--- config.mk ---
export PLATFORM = sky130hd
export DESIGN_NAME = smpd_decoder
export DESIGN_NICKNAME = d
export VERILOG_FILES = /design/src/core/smpd_decoder.v
export VERILOG_INCLUDE_DIRS = /design/src /design/src/core
export SDC_FILE = /design/constraint.sdc
export NUM_CORES = 1
export LEC_CHECK = 0
export BUFFER_PORTS_ARGS = -buffer_cell sky130_fd_sc_hd__buf_2
export CAP_MARGIN = 20
export CORE_MARGIN = 2
export CORE_UTILIZATION = 30
export CTS_CLUSTER_SIZE = 12
export DETAILED_ROUTE_END_ITERATION = 6
export GPL_ROUTABILITY_DRIVEN = 0
export SYNTH_ARGS = -nofsm -noshare
export SYNTH_HDL_FRONTEND = slang
export SYNTH_SLANG_ARGS = --single-unit
--- constraint.sdc ---
create_clock -name ref_clk -period 1 [get_ports ref_clk]
set_input_delay 0.25 -clock ref_clk [delete_from_list [all_inputs] [get_ports ref_clk]]
set_output_delay 0.25 -clock ref_clk [all_outputs]
set_load 0.01 [all_outputs]
--- src/core/smpd_consts.vh ---
`ifndef SMPD_CONSTS_VH
`define SMPD_CONSTS_VH
// Lane-width field codes
`define SMPD_MODE_4X2 2'h0
`define SMPD_MODE_8 2'h1
`define SMPD_MODE_16 2'h2
`define SMPD_MODE_WIDE 2'h3
// Descriptor field positions
`define SMPD_D_HDR 19
`define SMPD_D_MODE_HI 18
`define SMPD_D_MODE_LO 17
`define SMPD_D_TYPE_HI 16
`define SMPD_D_TYPE_LO 12
// Header write-mask and force-level-zero positions
`define SMPD_H_FLZ 16
`define SMPD_H_MASK_HI 15
`define SMPD_H_MASK_LO 12
// Narrow-mode message types
`define SMPD_T_SAMPLE 5'h00
`define SMPD_T_BIAS 5'h01
`define SMPD_T_LEVEL 5'h02
`define SMPD_T_CMP 5'h03
`define SMPD_T_GRAD 5'h04
`define SMPD_T_LOAD 5'h07
`define SMPD_T_DIMQ 5'h0A
`define SMPD_T_KILL 5'h0C
`define SMPD_T_GRADC 5'h14
// Wide-mode message types
`define SMPD_W_UNORM 5'h00
`define SMPD_W_UNORMK 5'h02
`define SMPD_W_VBF 5'h03
`define SMPD_W_DEINT 5'h08
`define SMPD_W_UNORM_M 5'h0C
`define SMPD_W_UNORMK_M 5'h0A
`define SMPD_W_VBF_M 5'h0B
`define SMPD_W_FLUSH 5'h1F
// Length limits and response counts
`define SMPD_MAX_LEN 5'h0B
`define SMPD_MAX_P16 4'h5
`define SMPD_RSP_4X2 5'h01
`define SMPD_RSP_8 5'h04
`define SMPD_RSP_8K 5'h05
`define SMPD_RSP_16 5'h08
`define SMPD_RSP_UN 5'h08
`define SMPD_RSP_UNK 5'h09
`define SMPD_RSP_VBF 5'h10
`define SMPD_RSP_FLUSH 5'h01
// Level-selection modes
`define SMPD_LOD_GRAD 2'h0
`define SMPD_LOD_GRADB 2'h1
`define SMPD_LOD_EXPL 2'h2
`define SMPD_LOD_ZERO 2'h3
`endif

--- src/core/smpd_decoder.v ---
// What this block does
// - Expected length is header plus parameter phases scaled by lane mode.
// - Response is 1, 4 or 5, or 8 phases by lane mode.
// - Sixteen-lane response shrinks two phases per masked channel.
// - Omitted higher parameters default to zero.
// - Header flag selects first phase as header, else dispatch default.
// - Parameters are float except integer load and dimension query.
// - Five-bit type code selects operation; layout follows lane mode.
// - Video block filter returns sixteen, minus four per masked channel.
// - Wide pixel lookup returns eight or nine, with no reduction for header masks.
// - Field-interleave removal length comes from filter state fields.
// - Plain lookup uses gradient level; extra coords ignored, missing zero.
// - Kill-mask lookup returns an extra register holding the kill mask.
// - Biased lookup adds bias to gradient level before selection.
// - Explicit-level lookup uses the supplied level, no computation.
// - Compare lookup compares reference to red, returns white or black.
// - Lane field: 0 pair, 1 eight, 2 sixteen, 3 wide.
// - No header means all header fields zero.
`timescale 1ns/1ps
`include "smpd_consts.vh"
module smpd_decoder (
  input wire ref_clk,
  input wire rstn,
  input wire clkEn,
  input wire reqValid,
  input wire [31:0] reqDescriptor,
  input wire [4:0] reqLength,
  input wire [3:0] paramCount,
  input wire [31:0] headerPhase,
  input wire [31:0] dispatchHeader,
  input wire [4:0] deintRespLength,
  output reg decValid,
  output reg [1:0] laneMode,
  output reg [4:0] opType,
  output reg [4:0] expectLength,
  output reg [4:0] respLength,
  output reg [31:0] activeHeader,
  output reg [10:0] paramPresent,
  output reg paramInteger,
  output reg [1:0] lodMode,
  output reg addBias,
  output reg compareRed,
  output reg killMaskPhase,
  output reg protoError
);
  // ----------------------------------------
  // Descriptor decode
  // ----------------------------------------
  wire hdrFlag = reqDescriptor[`SMPD_D_HDR];
  wire [1:0] mode = reqDescriptor[`SMPD_D_MODE_HI:`SMPD_D_MODE_LO];
  wire [4:0] typ = reqDescriptor[`SMPD_D_TYPE_HI:`SMPD_D_TYPE_LO];
  // Without a header every field reads as zero, so all channels unmasked
  wire [31:0] hdr = hdrFlag ? headerPhase : 32'h00000000;
  wire [3:0] chMask = hdr[`SMPD_H_MASK_HI:`SMPD_H_MASK_LO];
  wire flz = hdr[`SMPD_H_FLZ];
  wire [2:0] nMasked = {2'h0, chMask[0]} + {2'h0, chMask[1]} + {2'h0, chMask[2]}
    + {2'h0, chMask[3]};
  wire isWide = (mode == `SMPD_MODE_WIDE);

  // ----------------------------------------
  // Expected request length
  // ----------------------------------------
  reg [4:0] next_expect;
  reg [4:0] paramPhases;
  always @* begin
    case (mode)
      `SMPD_MODE_4X2: paramPhases = {3'h0, paramCount[3:2]} + {4'h0, |paramCount[1:0]};
      `SMPD_MODE_8: paramPhases = {1'h0, paramCount};
      `SMPD_MODE_16: paramPhases = {paramCount, 1'h0};
      default: paramPhases = 5'h01;
    endcase
    if (isWide && typ == `SMPD_W_FLUSH)
      next_expect = 5'h01;
    else
      next_expect = paramPhases + {4'h0, hdrFlag};
  end

  // ----------------------------------------
  // Response length
  // ----------------------------------------
  reg [4:0] next_resp;
  always @* begin
    case (mode)
      `SMPD_MODE_4X2: next_resp = `SMPD_RSP_4X2;
      `SMPD_MODE_8: next_resp = (typ == `SMPD_T_KILL) ? `SMPD_RSP_8K : `SMPD_RSP_8;
      `SMPD_MODE_16: next_resp = `SMPD_RSP_16 - {1'h0, nMasked, 1'h0};
      default: begin
        case (typ)
          `SMPD_W_VBF, `SMPD_W_VBF_M: next_resp = `SMPD_RSP_VBF - {nMasked, 2'h0};
          // Pixel lookup masks come from the type itself, not the header
          `SMPD_W_UNORM, `SMPD_W_UNORM_M: next_resp = `SMPD_RSP_UN;
          `SMPD_W_UNORMK, `SMPD_W_UNORMK_M: next_resp = `SMPD_RSP_UNK;
          `SMPD_W_DEINT: next_resp = deintRespLength;
          `SMPD_W_FLUSH: next_resp = `SMPD_RSP_FLUSH;
          default: next_resp = 5'h00;
        endcase
      end
    endcase
  end

  // ----------------------------------------
  // Operation semantics
  // ----------------------------------------
  reg [1:0] next_lod;
  reg next_bias;
  reg next_cmp;
  always @* begin
    next_lod = `SMPD_LOD_GRAD;
    next_bias = 1'b0;
    next_cmp = 1'b0;
    if (!isWide) begin
      case (typ)
        `SMPD_T_BIAS: begin
          next_lod = `SMPD_LOD_GRADB;
          next_bias = 1'b1;
        end
        `SMPD_T_LEVEL: next_lod = `SMPD_LOD_EXPL;
        `SMPD_T_CMP: next_cmp = 1'b1;
        default: next_lod = `SMPD_LOD_GRAD;
      endcase
    end
    // Forced zero still passes through bias and explicit-level override
    if (flz && next_lod == `SMPD_LOD_GRAD)
      next_lod = `SMPD_LOD_ZERO;
  end

  // ----------------------------------------
  // Protocol checks
  // ----------------------------------------
  reg next_err;
  always @* begin
    next_err = 1'b0;
    if (reqLength > `SMPD_MAX_LEN) next_err = 1'b1;
    if (reqLength != next_expect) next_err = 1'b1;
    if (mode == `SMPD_MODE_16 && paramCount > `SMPD_MAX_P16) next_err = 1'b1;
    if (mode == `SMPD_MODE_16 && (typ == `SMPD_T_GRAD || typ == `SMPD_T_GRADC))
      next_err = 1'b1;
    if (mode == `SMPD_MODE_4X2 && (typ == `SMPD_T_SAMPLE || typ == `SMPD_T_BIAS))
      next_err = 1'b1;
    if (!isWide && mode != `SMPD_MODE_8 && typ == `SMPD_T_KILL) next_err = 1'b1;
    if (mode == `SMPD_MODE_4X2 && typ == `SMPD_T_CMP && !flz) next_err = 1'b1;
    // All four channels masked would return nothing useful
    if (!isWide && chMask == 4'hF) next_err = 1'b1;
  end

  // Parameters past the sent count are flagged absent and read as zero
  wire [10:0] next_present = (11'h001 << paramCount) - 11'h001;

  // ----------------------------------------
  // Output registers
  // ----------------------------------------
  always @(posedge ref_clk or negedge rstn) begin
    if (!rstn) begin
      decValid <= 1'b0;
      laneMode <= 2'h0;
      opType <= 5'h00;
      expectLength <= 5'h00;
      respLength <= 5'h00;
      activeHeader <= 32'h00000000;
      paramPresent <= 11'h000;
      paramInteger <= 1'b0;
      lodMode <= 2'h0;
      addBias <= 1'b0;
      compareRed <= 1'b0;
      killMaskPhase <= 1'b0;
      protoError <= 1'b0;
    end else if (clkEn) begin
      decValid <= reqValid;
      if (reqValid) begin
        laneMode <= mode;
        opType <= typ;
        expectLength <= next_expect;
        respLength <= next_err ? 5'h00 : next_resp;
        activeHeader <= hdrFlag ? headerPhase : dispatchHeader;
        paramPresent <= (paramCount > 4'hB) ? 11'h7FF : next_present;
        paramInteger <= !isWide && (typ == `SMPD_T_LOAD || typ == `SMPD_T_DIMQ);
        lodMode <= next_lod;
        addBias <= next_bias;
        compareRed <= next_cmp;
        killMaskPhase <= (mode == `SMPD_MODE_8 && typ == `SMPD_T_KILL)
          || (isWide && (typ == `SMPD_W_UNORMK || typ == `SMPD_W_UNORMK_M));
        protoError <= next_err;
      end
    end
  end
endmodule // smpd_decoder

==> qor.csv <==
stage,metric,value,unit
synthesis,yosys.area.top_type,dfrtp_1,
global_routing,grt_pass1_vias,3778,
global_routing,busiest_layer,met2,
critical_path,slowest_delay,0.51,ns
synthesis,synthTopCellsByArea,"dfrtp_1, nand2_1, o21ai_0, mux2i_1, ha_1",
final_layout,seqCellArea,0.00170,mm2
sta,period_share,2.64,
floorplanning,num_rows,41,
critical_path,path_depth,12,
power_and_ir_drop,p_leak,3.20,nW
run_status,violations,negative setup slack,
floorplanning,core_area,0.0125,mm2
place,dp_slack,-2.01,ns
critical_path,worstSetupStartpoint,paramCount[1],
critical_path,cp_top_family,simple AND/OR/NAND/NOR gates,
synthesis,syn_inst,437,
floorplanning,initial_core_util,0.306,
clocking,clock_sink_count,68,
synthesis,synth_nets,563,
synthesis,ys_seq_area_frac,0.445,
place,hpwl,9350,um
synthesis,ys.flop_type,dfrtp_1,
clocking,clock_tree.buffer_depth,2,
synthesis,netlist.area_leader.share,0.445,
sta,worst_pin_slew,0.399,ns
critical_path,cp-start-kind,input pin,
critical_path,crit_end,respLength[2],
sta,grt_setup_unrepaired,yes,
clocking,htree_num_levels,3,
floorplanning,dieWidth,117,um
synthesis,synthesis.area,0.00383,mm2
sta,timing.final.ws_setup,-1.64,ns
synthesis,synth.most_common_cell,nand2_1,
global_routing,grtUsageMet3,0.0345,
synthesis,avgSynthCellArea,8.76,um2
final_layout,multi_input_area,0.00208,mm2
sta,setup_viol,91,
synthesis,yosysWarnings,0,
global_routing,antenna_found_initial,0,
sta,min_period,2.64,ns
global_routing,grtUsageMet1,0.216,
global_routing,met2_usage,0.305,
detailed_routing,routedWlPerCell,14.2,um
critical_path,critPathMaxFanout,6,
critical_path,timing.rr.end,activeHeader[15],
global_routing,grt.total_usage,0.175,
sta,max-slew-margin-rel,0.734,
global_routing,grt_max_degree,36,
synthesis,synth_edf_count,0,
detailed_routing,route.detailed.drc,0,
power_and_ir_drop,p_total,8.42,mW
critical_path,crit_type,input pin to register,
critical_path,endpoint_kind,register,
detailed_routing,vias_per_cell,4.58,
worst_hold_path,hp-class,input pin to register,
final_layout,antenna_cells,0,
floorplanning,die_area,0.0137,mm2
final_layout,syn_to_final_growth,61.8,%
detailed_routing,num_vias,3959,
worst_hold_path,min_from,dispatchHeader[12],
clocking,root_buffer,clkbuf_16,
power_and_ir_drop,ir_drop,0.000723,V
sta,report.final.slew_viol_count,0,
critical_path,crit_path_cell_trace,"buf_6, or2_4, ha_4, ha_4, mux2i_1, o21ai_1, ha_1, a22oi_1, mux2i_1, or4b_1, or3_4, o31ai_2",
synthesis,synth_common_cells,"nand2_1, dfrtp_1, o21ai_0, mux2i_1, clkbuf_1",
global_routing,grt_overflow,0,
clocking,clk_pin_slew,0.06,ns
global_routing,grt_pass1_wl,18400,um
synthesis,yosysUniqueCellTypes,56,
final_layout,nNetsFinal,815,
sta,fmax,379,MHz
critical_path,rrSetupSlack,0.11,ns
critical_path,critical_path_buf_inv_count,1,
detailed_routing,ant_nets,0,
clocking,clkLatencyLatePin,0.32,ns
critical_path,worstPathArrival,2.88,ns
final_layout,n_fill_cell,1200,
sta,hold_ws,0.188,ns
critical_path,ff2ff_path_depth,4,
synthesis,async_flop_share,1.00,
synthesis,synth_seq_cells,68,
critical_path,worstPathRequired,1.24,ns
critical_path,cpMaxStageDelayCell,or4b_1,
flow_run,maxCapViolCount,0,
floorplanning,die_y,117,um
detailed_routing,dr.pass1.iters,4,
sta,clock_skew,0,ns
clocking,cts_buffers,9,
detailed_routing,routed_wl,12300,um
floorplanning,floorplan.io_pins,182,
final_layout,drive_gt1_frac,0.457,
clocking,cts_tree,yes,
critical_path,timing.rr.start,activeHeader[15],
detailed_routing,first_iter_violations,197,
place,io_buffer_count,157,
sta,hold_violations,0,
power_and_ir_drop,p_per_area,1360,mW/mm2
run_status,outcome,"complete, but fails checks",
## state kept, by name, summed over array words and instances (netlist names)
register       cells
paramPresent      11
decValid           1
killMaskPhase      1
activeHeader      32
compareRed         1
expectLength       5
respLength         5
opType             5
addBias            1
lodMode            2
paramInteger       1
laneMode           2
protoError         1
## placed cells by master (no fill, tap or decap), drive strengths merged, types with 4 or more instances in the layout
cell type  count
buf          269
nand2        105
dfrtp         68
o21ai         64
mux2i         31
inv           17
nor2          16
a21oi         14
clkbuf        13
ha            11
a31oi          9
and2           7
nand3          6
nand3b         5
nor2b          4
nor3           4
## power breakdown
group	total, mW	switching (mW)	internal, mW
clock network	2.78	1.08	1.70
registers	3.26	0.184	3.08
logic	2.38	1.14	1.24
## cells by family after synthesis
group,after synthesis,synth area share
simple gates,161,0.193
buf+inv,48,0.0510
mux,31,0.0811
flops,68,0.445
compound gates,111,0.172
fa+ha+maj,12,0.0412
xor+xnor,6,0.0173
## what timing repair did
action                                 4_1_cts  5_1_grt
gates cloned                                 0        1
setup endpoints to repair                   92       93
setup buffers                               24       14
endpoints found under the hold margin       33        0
hold buffers                                 1        0
pin swaps                                    7        5
resized for setup                           33       28
## per-stage QoR
step | std cells | area (um2) | util | setup TNS [ns]
after floorplan | 437 | 4000 | - | -19.76
after global routing | 864 | 6190 | 0.495 | -25.22
final | 864 | 6190 | 0.495 | -21.62
after global placement | 810 | 5390 | 0.431 | -29.92
after detailed placement | 810 | 5390 | 0.431 | -32.20
after CTS | 849 | 5940 | 0.475 | -22.64
## final cells by class
class | count | area share
well taps | 172 | 0.0348
multi-input cells | 321 | 0.336
clock inverters | 3 | 0.00242
clock buffers | 11 | 0.0392
inverters | 17 | 0.0107
flip-flops and latches | 68 | 0.275
repair buffers | 272 | 0.302
## layer usage
layer | vias to the layer above | wire [um]
li1 | 2014 | -
met2 | 119 | 6090
met3 | 9 | 797
met5 | - | 0
met1 | 1817 | 5250
met4 | 0 | 170
## worst register-to-register path, cell delays in order, from the launching register on
cell and delay, ns:
dfrtp_1 0.38, buf_4 0.13, buf_4 0.12, nor2_1 0.09, a31oi_1 0.04
## worst min path at each step
| stage | to | slack [ns] | depth (start not counted) |
|---|---|---|---|
| after CTS | activeHeader[12] | 0.17 | 3 |
| final | activeHeader[12] | 0.19 | 3 |
| after detailed placement | activeHeader[29] | 0.10 | 1 |
| after global routing | activeHeader[12] | 0.19 | 3 |
| after floorplan | activeHeader[0] | -0.05 | 0 |
| after global placement | activeHeader[25] | 0.10 | 1 |
No activity file was read; power rests on OpenSTA's default activity.
